<file path="config.mk">
export PLATFORM = sky130hd
export DESIGN_NAME = ast_serial_top
export DESIGN_NICKNAME = d
export VERILOG_FILES = /design/src/core/ast_pkg.sv /design/src/core/ast_serial_top.sv /design/src/core/ast_baud_gen.sv /design/src/core/ast_rx_sampler.sv
export SDC_FILE = /design/constraint.sdc
export NUM_CORES = 1
export LEC_CHECK = 0
export BUFFER_PORTS_ARGS = -buffer_cell sky130_fd_sc_hd__buf_2
export CAP_MARGIN = 25
export CORE_UTILIZATION = 35
export CTS_CLUSTER_SIZE = 10
export DETAILED_ROUTE_END_ITERATION = 8
export GPL_TIMING_DRIVEN = 0
export PLACE_DENSITY_LB_ADDON = 0.08
export SLEW_MARGIN = 20
export SYNTH_ARGS = -nofsm -noshare
export SYNTH_HDL_FRONTEND = slang
export SYNTH_SLANG_ARGS = --single-unit
export TNS_END_PERCENT = 10
</file>
<file path="constraint.sdc">
create_clock -name pclk -period 2.42 [get_ports pclk]
set_input_delay 0.605 -clock pclk [delete_from_list [all_inputs] [get_ports pclk]]
set_output_delay 0.605 -clock pclk [all_outputs]
set_load 0.01 [all_outputs]
</file>
<file path="src/core/ast_pkg.sv">
package ast_pkg;
	// ---------------------------------------------------------------
	// register map (byte addresses on the register bus)
	// ---------------------------------------------------------------
	localparam int ADDR_W = 8;
	localparam logic [7:0] OFS_BAUD = 8'h00;
	localparam logic [7:0] OFS_TXSC = 8'h04;
	localparam logic [7:0] OFS_RXSC = 8'h08;
	localparam logic [7:0] OFS_TXHOLD = 8'h0c;
	localparam logic [7:0] OFS_RXBUF = 8'h10;
	localparam logic [7:0] OFS_FLAG = 8'h14;
	localparam logic [7:0] OFS_IRQEN = 8'h18;
	localparam logic [7:0] OFS_PRIO = 8'h1c;
	localparam logic [7:0] OFS_GLOBAL = 8'h20;
	// ---------------------------------------------------------------
	// field positions
	// ---------------------------------------------------------------
	localparam int TXSC_CLK_SRC = 7;
	localparam int TXSC_NINTH_EN = 6;
	localparam int TXSC_TX_EN = 5;
	localparam int TXSC_SYNC = 4;
	localparam int TXSC_HIGH_SPEED = 2;
	localparam int TXSC_SHIFT_EMPTY = 1;
	localparam int TXSC_NINTH_BIT = 0;
	localparam int RXSC_PORT_EN = 7;
	localparam int RXSC_NINTH_EN = 6;
	localparam int RXSC_SINGLE_EN = 5;
	localparam int RXSC_CONT_EN = 4;
	localparam int RXSC_ADDR_DET = 3;
	localparam int RXSC_FRAME_ERR = 2;
	localparam int RXSC_OVERRUN = 1;
	localparam int RXSC_NINTH_BIT = 0;
	localparam int FLAG_RX_READY = 5;
	localparam int FLAG_TX_EMPTY = 4;
	localparam int GLOBAL_IRQ_EN = 7;
	// ---------------------------------------------------------------
	// reset values
	// ---------------------------------------------------------------
	localparam logic [7:0] RST_BAUD = 8'h00;
	localparam logic [7:0] RST_TXSC = 8'h02;
	localparam logic [7:0] RST_RXSC = 8'h00;
	localparam logic [7:0] RST_DATA = 8'h00;
	localparam logic [7:0] RST_FLAG = 8'h00;
	localparam logic [7:0] RST_IRQEN = 8'h00;
	localparam logic [7:0] RST_PRIO = 8'hff;
	// ---------------------------------------------------------------
	// timing counts
	// ---------------------------------------------------------------
	localparam logic [1:0] LOW_SPEED_LAST = 2'h3;
	localparam logic [3:0] OS_LAST = 4'hf;
	localparam logic [3:0] RX_MID = 4'h8;
	localparam logic [3:0] LAST_BIT_8 = 4'h7;
	localparam logic [3:0] LAST_BIT_9 = 4'h8;
	typedef enum logic [1:0] {ST_IDLE, ST_START, ST_DATA, ST_STOP} ast_line_state_type;
endpackage

</file>
<file path="src/core/ast_serial_top.sv">
// Operation
// - start, 8 or 9 data, one stop
// - data bits travel lsb first
// - independent paths, shared format and rate
// - baud clock x16 high speed, x64 low
// - no parity, ninth bit passed through
// - transfers halt during sleep
// - async when sync clear and port enabled
// - shifter loads only after previous stop bit
// - holding-to-shifter move takes one cycle
// - empty flag sets only while transmit is enabled
// - a holding write or transmit disable clears empty flag
// - shifter-empty bit reads one when idle
// - shifter itself not visible to software
// - transmit enable sets the empty flag
// - empty flag clears second cycle after write
// - receiver oversamples at x16 bit rate
// - ready flag on complete character
// - clearing continuous receive clears errors
// - nine-bit receive stores ninth bit
// - address detect passes only address characters
// - interrupt needs both enables set
// - address detect needs ninth bit one
// - rate is clock over 16/64 times divisor+1
// - pin level from three-sample majority
// - divisor write restarts baud timer
//
// The APB slave port and the address map were chosen for this implementation.
module ast_serial_top import ast_pkg::*; (
	input wire logic pclk,
	input wire logic presetn,
	input wire logic psel,
	input wire logic penable,
	input wire logic pwrite,
	input wire logic [ADDR_W-1:0] paddr,
	input wire logic [31:0] pwdata,
	output logic pready,
	output logic [31:0] prdata,
	output logic pslverr,
	input wire logic sleep_mode,
	input wire logic receive_pin,
	output logic tx_pin,
	output logic tx_pin_oe,
	output logic irq_req
);
	// ---------------------------------------------------------------
	// register state
	// ---------------------------------------------------------------
	logic pready_r, pslverr_r, tx_line_r, tx_oe_r, irq_r;
	logic [31:0] prdata_r;
	logic [7:0] baud_divisor_reg, tx_holding_reg, rx_buffer_reg;
	logic [7:0] flag_rest_r, peripheral_irq_enable_reg, peripheral_priority_reg;
	logic clock_source_select, tx_ninth_enable, tx_enable, sync_sel;
	logic high_speed_select, tx_ninth_bit;
	logic port_enable, rx_ninth_enable, single_rx_enable, continuous_rx_enable;
	logic addr_detect_enable, framing_error, overrun_error, rx_ninth_bit;
	logic global_irq_enable, hold_full_r, tx_buffer_empty_flag, rx_ready_flag;
	ast_line_state_type tx_st, rx_st;
	logic [3:0] tx_sub, tx_cnt, rx_sub, rx_cnt;
	logic [8:0] tx_shifter, rx_shifter;
	logic tx_len9, rx_seen_high;
	logic os_tick, vote;

	// ---------------------------------------------------------------
	// bus decode
	// ---------------------------------------------------------------
	wire acc = psel && penable && pready_r;
	wire wr_en = acc && pwrite;
	wire rd_en = acc && !pwrite;
	wire sel_baud = paddr == OFS_BAUD;
	wire sel_txsc = paddr == OFS_TXSC;
	wire sel_rxsc = paddr == OFS_RXSC;
	wire sel_txh = paddr == OFS_TXHOLD;
	wire sel_rxb = paddr == OFS_RXBUF;
	wire sel_flag = paddr == OFS_FLAG;
	wire sel_ien = paddr == OFS_IRQEN;
	wire sel_prio = paddr == OFS_PRIO;
	wire sel_glob = paddr == OFS_GLOBAL;
	wire mapped = sel_baud | sel_txsc | sel_rxsc | sel_txh | sel_rxb | sel_flag
		| sel_ien | sel_prio | sel_glob;
	wire wr_hold = wr_en && sel_txh;
	wire rd_rxbuf = rd_en && sel_rxb;
	wire div_wr = wr_en && sel_baud;
	wire [7:0] w8 = pwdata[7:0];

	// ---------------------------------------------------------------
	// status views
	// ---------------------------------------------------------------
	wire shifter_empty = tx_st == ST_IDLE;
	wire port_on = port_enable && !sync_sel;
	wire [7:0] txsc_rd = {clock_source_select, tx_ninth_enable, tx_enable, sync_sel,
		1'b0, high_speed_select, shifter_empty, tx_ninth_bit};
	wire [7:0] rxsc_rd = {port_enable, rx_ninth_enable, single_rx_enable,
		continuous_rx_enable, addr_detect_enable, framing_error, overrun_error, rx_ninth_bit};
	wire [7:0] flag_rd = {flag_rest_r[7:6], rx_ready_flag, tx_buffer_empty_flag,
		flag_rest_r[3:0]};
	// the shifter has no address; only the holding register is seen
	wire [7:0] rd8 = sel_baud ? baud_divisor_reg : sel_txsc ? txsc_rd
		: sel_rxsc ? rxsc_rd : sel_txh ? tx_holding_reg : sel_rxb ? rx_buffer_reg
		: sel_flag ? flag_rd : sel_ien ? peripheral_irq_enable_reg
		: sel_prio ? peripheral_priority_reg : sel_glob ? {global_irq_enable, 7'h00}
		: 8'h00;

	// one wait state: data and error are captured on the same edge that raises pready
	always_ff @(posedge pclk or negedge presetn) begin
		if (!presetn) begin
			pready_r <= 1'b0;
			prdata_r <= '0;
			pslverr_r <= 1'b0;
		end else begin
			pready_r <= psel && penable && !pready_r;
			if (psel && penable && !pready_r) begin
				prdata_r <= {24'h000000, rd8};
				pslverr_r <= !mapped;
			end
		end
	end

	// ---------------------------------------------------------------
	// software-written control
	// ---------------------------------------------------------------
	// the ready and empty flags in the flag register are hardware owned; writes skip them
	always_ff @(posedge pclk or negedge presetn) begin
		if (!presetn) begin
			baud_divisor_reg <= RST_BAUD;
			tx_holding_reg <= RST_DATA;
			{clock_source_select, tx_ninth_enable, tx_enable, sync_sel} <= RST_TXSC[7:4];
			{high_speed_select, tx_ninth_bit} <= {RST_TXSC[2], RST_TXSC[0]};
			{port_enable, rx_ninth_enable, single_rx_enable} <= RST_RXSC[7:5];
			{continuous_rx_enable, addr_detect_enable} <= RST_RXSC[4:3];
			flag_rest_r <= RST_FLAG;
			peripheral_irq_enable_reg <= RST_IRQEN;
			peripheral_priority_reg <= RST_PRIO;
			global_irq_enable <= 1'b0;
		end else if (wr_en) begin
			if (sel_baud) baud_divisor_reg <= w8;
			if (sel_txh) tx_holding_reg <= w8;
			if (sel_txsc) begin
				{clock_source_select, tx_ninth_enable, tx_enable, sync_sel} <= w8[7:4];
				high_speed_select <= w8[TXSC_HIGH_SPEED];
				tx_ninth_bit <= w8[TXSC_NINTH_BIT];
			end
			if (sel_rxsc) begin
				{port_enable, rx_ninth_enable, single_rx_enable} <= w8[7:5];
				continuous_rx_enable <= w8[RXSC_CONT_EN];
				addr_detect_enable <= w8[RXSC_ADDR_DET];
			end
			if (sel_flag) flag_rest_r <= w8;
			if (sel_ien) peripheral_irq_enable_reg <= w8;
			if (sel_prio) peripheral_priority_reg <= w8;
			if (sel_glob) global_irq_enable <= w8[GLOBAL_IRQ_EN];
		end
	end

	// ---------------------------------------------------------------
	// shared baud generator and receive filter
	// ---------------------------------------------------------------
	wire run = port_on && !sleep_mode;
	ast_baud_gen #(.DIV_W(8)) u_baud (
		.pclk(pclk),
		.presetn(presetn),
		.run(run),
		.divisor(baud_divisor_reg),
		.div_wr(div_wr),
		.high_speed(high_speed_select),
		.baud_tick_r(),
		.os_tick_r(os_tick)
	);
	ast_rx_sampler u_samp (
		.pclk(pclk),
		.presetn(presetn),
		.os_tick(os_tick),
		.pin(receive_pin),
		.vote_r(vote)
	);

	// ---------------------------------------------------------------
	// transmitter
	// ---------------------------------------------------------------
	wire tx_act = run && tx_enable;
	wire tx_load = tx_act && shifter_empty && hold_full_r;
	wire tx_bit_end = os_tick && tx_sub == OS_LAST;
	wire [3:0] tx_last = tx_len9 ? LAST_BIT_9 : LAST_BIT_8;

	// bit time is sixteen x16 ticks; the load itself takes one clock
	always_ff @(posedge pclk or negedge presetn) begin
		if (!presetn) begin
			tx_st <= ST_IDLE;
			tx_sub <= '0;
			tx_cnt <= '0;
			tx_shifter <= '0;
			tx_len9 <= 1'b0;
			tx_line_r <= 1'b1;
		end else if (!tx_act) begin
			if (!port_on || !tx_enable) begin
				tx_st <= ST_IDLE;
				tx_line_r <= 1'b1;
			end
		end else begin
			if (os_tick) tx_sub <= tx_sub + 4'h1;
			case (tx_st)
				ST_IDLE: if (tx_load) begin
					tx_shifter <= {tx_ninth_enable & tx_ninth_bit, tx_holding_reg};
					tx_len9 <= tx_ninth_enable;
					tx_sub <= '0;
					tx_line_r <= 1'b0;
					tx_st <= ST_START;
				end
				ST_START: if (tx_bit_end) begin
					tx_line_r <= tx_shifter[0];
					tx_cnt <= '0;
					tx_st <= ST_DATA;
				end
				ST_DATA: if (tx_bit_end) begin
					if (tx_cnt == tx_last) begin
						tx_line_r <= 1'b1;
						tx_st <= ST_STOP;
					end else begin
						tx_line_r <= tx_shifter[1];
						tx_shifter <= {1'b0, tx_shifter[8:1]};
						tx_cnt <= tx_cnt + 4'h1;
					end
				end
				ST_STOP: if (tx_bit_end) tx_st <= ST_IDLE;
				default: tx_st <= ST_IDLE;
			endcase
		end
	end

	// a holding write beats a same-cycle load so no character is lost
	always_ff @(posedge pclk or negedge presetn) begin
		if (!presetn) begin
			hold_full_r <= 1'b0;
			tx_buffer_empty_flag <= 1'b0;
		end else begin
			if (wr_hold) begin
				hold_full_r <= 1'b1;
			end else if (tx_load) begin
				hold_full_r <= 1'b0;
			end
			// one clock of lag keeps the old flag visible after a write
			tx_buffer_empty_flag <= tx_enable && !hold_full_r;
		end
	end

	// ---------------------------------------------------------------
	// receiver
	// ---------------------------------------------------------------
	wire rx_act = run && continuous_rx_enable && !overrun_error;
	wire rx_mid = os_tick && rx_sub == RX_MID;
	wire rx_bit_end = os_tick && rx_sub == OS_LAST;
	wire [3:0] rx_last = rx_ninth_enable ? LAST_BIT_9 : LAST_BIT_8;
	wire rx_done = rx_act && rx_st == ST_STOP && rx_mid;
	wire [7:0] rx_data = rx_ninth_enable ? rx_shifter[7:0] : rx_shifter[8:1];
	wire rx_b8 = rx_ninth_enable && rx_shifter[8];
	wire rx_take = !(addr_detect_enable && rx_ninth_enable && !rx_shifter[8]);
	wire rx_full = rx_ready_flag && !rd_rxbuf;

	// start search waits for the line to be seen high first
	always_ff @(posedge pclk or negedge presetn) begin
		if (!presetn) begin
			rx_st <= ST_IDLE;
			rx_sub <= '0;
			rx_cnt <= '0;
			rx_shifter <= '0;
			rx_seen_high <= 1'b0;
		end else if (!rx_act) begin
			if (!sleep_mode) begin
				rx_st <= ST_IDLE;
				rx_seen_high <= 1'b0;
			end
		end else begin
			if (os_tick) rx_sub <= rx_sub + 4'h1;
			case (rx_st)
				ST_IDLE: if (os_tick) begin
					rx_seen_high <= vote;
					if (rx_seen_high && !vote) begin
						rx_sub <= 4'h1;
						rx_st <= ST_START;
					end
				end
				ST_START: begin
					if (rx_mid && vote) rx_st <= ST_IDLE;
					if (rx_bit_end) begin
						rx_cnt <= '0;
						rx_st <= ST_DATA;
					end
				end
				ST_DATA: begin
					if (rx_mid) rx_shifter <= {vote, rx_shifter[8:1]};
					if (rx_bit_end) begin
						rx_cnt <= rx_cnt + 4'h1;
						if (rx_cnt == rx_last) rx_st <= ST_STOP;
					end
				end
				ST_STOP: if (rx_mid) begin
					rx_seen_high <= vote;
					rx_st <= ST_IDLE;
				end
				default: rx_st <= ST_IDLE;
			endcase
		end
	end

	// delivery wins over a same-cycle buffer read
	always_ff @(posedge pclk or negedge presetn) begin
		if (!presetn) begin
			rx_buffer_reg <= RST_DATA;
			rx_ninth_bit <= 1'b0;
			rx_ready_flag <= 1'b0;
			framing_error <= 1'b0;
			overrun_error <= 1'b0;
		end else begin
			if (rx_done && rx_take && !rx_full) begin
				rx_buffer_reg <= rx_data;
				rx_ninth_bit <= rx_b8;
				framing_error <= !vote;
				rx_ready_flag <= 1'b1;
			end else if (rd_rxbuf) begin
				rx_ready_flag <= 1'b0;
			end
			if (rx_done && rx_take && rx_full) overrun_error <= 1'b1;
			if (!continuous_rx_enable) begin
				overrun_error <= 1'b0;
				framing_error <= 1'b0;
			end
		end
	end

	// ---------------------------------------------------------------
	// outputs
	// ---------------------------------------------------------------
	wire rx_irq = rx_ready_flag && peripheral_irq_enable_reg[FLAG_RX_READY];
	wire tx_irq = tx_buffer_empty_flag && peripheral_irq_enable_reg[FLAG_TX_EMPTY];

	// line stays high whenever the port is off
	always_ff @(posedge pclk or negedge presetn) begin
		if (!presetn) begin
			tx_oe_r <= 1'b0;
			irq_r <= 1'b0;
		end else begin
			tx_oe_r <= port_on;
			irq_r <= global_irq_enable && (rx_irq || tx_irq);
		end
	end
	assign pready = pready_r;
	assign prdata = prdata_r;
	assign pslverr = pslverr_r;
	assign tx_pin = tx_line_r;
	assign tx_pin_oe = tx_oe_r;
	assign irq_req = irq_r;
endmodule

</file>
<file path="src/core/ast_baud_gen.sv">
module ast_baud_gen import ast_pkg::*; #(
	parameter int DIV_W = 8
) (
	input wire logic pclk,
	input wire logic presetn,
	input wire logic run,
	input wire logic [DIV_W-1:0] divisor,
	input wire logic div_wr,
	input wire logic high_speed,
	output logic baud_tick_r,
	output logic os_tick_r
);
	// ---------------------------------------------------------------
	// divisor timer and x64 to x16 prescale
	// ---------------------------------------------------------------
	logic [DIV_W-1:0] tmr_r;
	logic [1:0] pre_r;
	wire tmr_hit = run && (tmr_r == divisor) && !div_wr;
	wire os_hit = tmr_hit && (high_speed || pre_r == LOW_SPEED_LAST);

	// a divisor write restarts the period at once
	always_ff @(posedge pclk or negedge presetn) begin
		if (!presetn) begin
			tmr_r <= '0;
			pre_r <= '0;
			baud_tick_r <= 1'b0;
			os_tick_r <= 1'b0;
		end else begin
			if (div_wr || !run || tmr_hit) begin
				tmr_r <= '0;
			end else begin
				tmr_r <= tmr_r + 1'b1;
			end
			if (div_wr || !run) begin
				pre_r <= '0;
			end else if (tmr_hit) begin
				pre_r <= pre_r + 2'h1;
			end
			baud_tick_r <= tmr_hit;
			os_tick_r <= os_hit;
		end
	end
endmodule

</file>
<file path="src/core/ast_rx_sampler.sv">
module ast_rx_sampler (
	input wire logic pclk,
	input wire logic presetn,
	input wire logic os_tick,
	input wire logic pin,
	output logic vote_r
);
	// ---------------------------------------------------------------
	// three-sample majority filter
	// ---------------------------------------------------------------
	logic [2:0] win_r;
	wire maj = (win_r[0] & win_r[1]) | (win_r[1] & win_r[2]) | (win_r[0] & win_r[2]);

	// window starts at idle level so a reset never looks like a start bit
	always_ff @(posedge pclk or negedge presetn) begin
		if (!presetn) begin
			win_r <= 3'h7;
			vote_r <= 1'b1;
		end else begin
			if (os_tick) begin
				win_r <= {win_r[1:0], pin};
			end
			vote_r <= maj;
		end
	end
endmodule

</file>
==> impl_metrics.tcl <==
set metrics [dict create \
    layout-drive-gt1-share_pct 29.24 \
    outcome "complete, no violations" \
    postRouteAntennaNets 0 \
    min_period_ps 2356 \
    syn_to_final_growth_pct 19.23 \
    async_flop_share_pct 100.0 \
    vdd_drop_max_v 0.0005241 \
    die_area_um2 20170 \
    hold_class "in2async" \
    max_freq_mhz 424.5 \
    drc 0 \
    avgSynthCellArea_um2 10.81 \
    intPower_mw 4.260 \
    clk_latency_ps 420 \
    cts-buffers-inserted 17 \
    r2r_start "tx_cnt[2]$_DFFE_PN0P_" \
    final_nets 771 \
    syn_inst 635 \
    placed_cells 953 \
    max-cap-violations 0 \
    ctsLongestPathBuffers 2 \
    synth_cell_types 69 \
    grt_setup_unrepaired "yes" \
    multi_input_area_um2 3292 \
    slew_headroom_pct 52.61 \
    r2r_end "tx_cnt[0]$_DFFE_PN0P_" \
    fillers 1836 \
    finalMaxSlewViolations 0 \
    grt_max_degree 69 \
    wl_per_cell_um 18.04 \
    leakage_nw 3.790 \
    vias 5146 \
    p_sw_share_pct 21.92 \
    post_cts_buffers 0 \
    hold_viol 0 \
    drt-total-wl_um 17770 \
    synth-edff-count 0 \
    ff2ff_setup_slack_ps 170 \
    switchingPower_mw 1.196 \
    drt-initial-drc-count 410 \
    startpoint_type "input pin" \
    cp_max_fo 10 \
    reg2reg_depth 5 \
    firstDrtPassIters 5 \
    yosysSeqAreaShare_pct 48.37 \
    setup_viol 0 \
    antenna_found_initial 0 \
    period_share_pct 97.35 \
    clockPowerShare_pct 53.7 \
    initial_core_util_pct 36.20 \
    startpoint "paddr[2]" \
    vias_per_cell 5.224 \
    cts_num_sinks 132 \
    place_congestion 0.8489 \
    seqPwrFrac_pct 41.2 \
    cts_tree "yes" \
    finalWorstSetupSlack_ps 64.15 \
    syn_area_um2 6863 \
    final_cells 985 \
    synth_seq_cells 132 \
    fp-row-count 50 \
    grt_usage_pct 19.17 \
    grt_pass1_vias 5132 \
    grt_overflow 0 \
    h-tree-depth 4 \
    place_worst_setup_slack_ps -686.5 \
    yosysWarnings 0 \
    numPortBuffers 34 \
    root_buffer "clkbuf_16" \
    endpoint_kind "flip-flop" \
    p_per_area_nw_per_um2 666.8 \
    dp_hpwl_um 12750 \
    coreArea_um2 18960 \
    largestRegisters "rx_shifter: 9 flops, tx_shifter: 9 flops" \
    regArea_um2 3319 \
    die_y_um 142.0 \
    pin_count 84 \
    grt_pass1_wl_um 29120 \
    worstSetupPathType "in2reg" \
    ys.flop_type "dfrtp_1" \
    whs_ps 144.5 \
    die_w_um 142.0 \
    clkTransAtPathRegs_ps 60 \
    pwr-share-comb_pct 5.2 \
    crit_end "tx_ninth_enable$_DFFE_PN0P_" \
    max_slew.worst_pin.slew_ps 706.9 \
    cp_data_required_time_ps 2720 \
    skew_ps 10.42 \
    diodes 0 \
    worstPathArrival_ps 2660 \
]
-- Yosys cell counts (6+ instances only) --
cell type	instances	share of area, %
nand4_1	8	0.73
xor2_1	14	1.8
nor2b_1	6	0.55
dfrtp_1	119	43
mux2i_1	13	1.9
o21ai_0	44	3.2
nor3_1	8	0.58
o22ai_1	15	1.4
mux2_2	74	12
nand3_1	15	1.1
nor2_1	41	2.2
dfstp_2	13	5.0
clkbuf_1	17	0.93
nand2b_1	13	1.2
inv_1	18	0.98
nand2_1	49	2.7
a221o_1	9	1.3
buf_4	25	2.7
a21oi_1	22	1.6
ha_1	12	2.2
-- through the flow --
stage / total power, mW / utilization [%] / TNS [ps] / cell area, um2
final: 5.456 / 43.17 / 0 / 8183
after global routing: 5.643 / 43.17 / -140.3 / 8183
after CTS: 5.510 / 43.08 / 0 / 8165
after detailed placement: 2.569 / 39.47 / -28420 / 7482
after global placement: 2.559 / 39.27 / -171340 / 7445
after floorplan: 2.419 / - / 0 / 6949
-- power groups by stage --
stage	registers, mW	clock network (mW)	logic [mW]
final	2.25	2.93	0.282
after global routing	2.25	3.08	0.316
after CTS	2.25	2.98	0.285
after detailed placement	2.29	0	0.283
after global placement	2.28	0	0.275
after floorplan	2.29	0	0.129
-- cell type report --
| cell class | instances | share of cell area [%] |
|---|---|---|
| Sequential cell | 132 | 40.57 |
| Multi-Input combinational cell | 457 | 40.23 |
| Tap cell | 260 | 3.976 |
| Buffer | 50 | 3.731 |
| Timing Repair Buffer | 35 | 2.538 |
| Clock buffer | 18 | 5.245 |
| Clock inverter | 14 | 2.844 |
| Inverter | 19 | 0.8716 |
-- worst min path at each step --
stage / start / to / slack [ps] / depth (start not counted)
after global placement: hold_full_r$_DFFE_PN0P_ / tx_buffer_empty_flag$_DFF_PN0_ / 470 / 1
after CTS: presetn / tx_cnt[1]$_DFFE_PN0P_ / 150 / 1
after global routing: presetn / tx_cnt[1]$_DFFE_PN0P_ / 170 / 1
after floorplan: presetn / asynchronous set/reset pin / 310 / 0
final: presetn / tx_cnt[2]$_DFFE_PN0P_ / 140 / 1
after detailed placement: hold_full_r$_DFFE_PN0P_ / tx_buffer_empty_flag$_DFF_PN0_ / 470 / 1
-- timing repair --
item                                    in CTS  in global routing
endpoints found under the setup margin      19                 21
gates resized for setup                      3                  7
hold buffers                                 0                  0
pin swaps                                    0                  0
hold endpoints to repair                     0                  0
-- metal layers --
metal | GRT usage, % | part of all wire, %
met1 | 26.83 | 48
met2 | 29.46 | 46
met3 | 3.466 | 4.1
met4 | 7.187 | 1.6
met5 | 0 | 0
-- cell usage in the layout (no fill, tap or decap), types with 4 or more instances in the layout --
cell and n:
a31oi_1 5, o21ai_0 44, clkbuf_16 17, nor4b_1 4, clkbuf_1 17, mux2_2 74, xor2_1 14, a21oi_1 22
ha_1 12, or3_1 5, inv_1 18, nor2b_1 6, and3_1 5, bufinv_16 6, nand3_1 15, o22ai_1 15
conb_1 24, nor4_1 5, o31ai_1 4, dfrtp_1 119, nand4_1 8, nand2b_1 13, clkinv_2 4, a221o_1 9
nor2_1 39, dfstp_2 13, nor3_1 6, buf_4 25, nand2_1 49, buf_2 38, a22oi_1 4, mux2i_1 13
mux2_4 5
-- cell families after synthesis --
kind of cell / Yosys count / synth area share, %
simple gates: 179 / 13.46
compound gates: 132 / 12.80
flops: 132 / 48.37
mux: 94 / 15.62
buf+inv: 69 / 5.451
xor+xnor: 15 / 1.914
fa+ha+maj: 13 / 2.334
other cells: 1 / 0.05464
-- worst max-delay path: stages --
cell and delay (ps):
buf_2 80, buf_2 240, or4b_2 730, nor3_2 580
mux2_2 400
(Power assumes the default switching activity.)
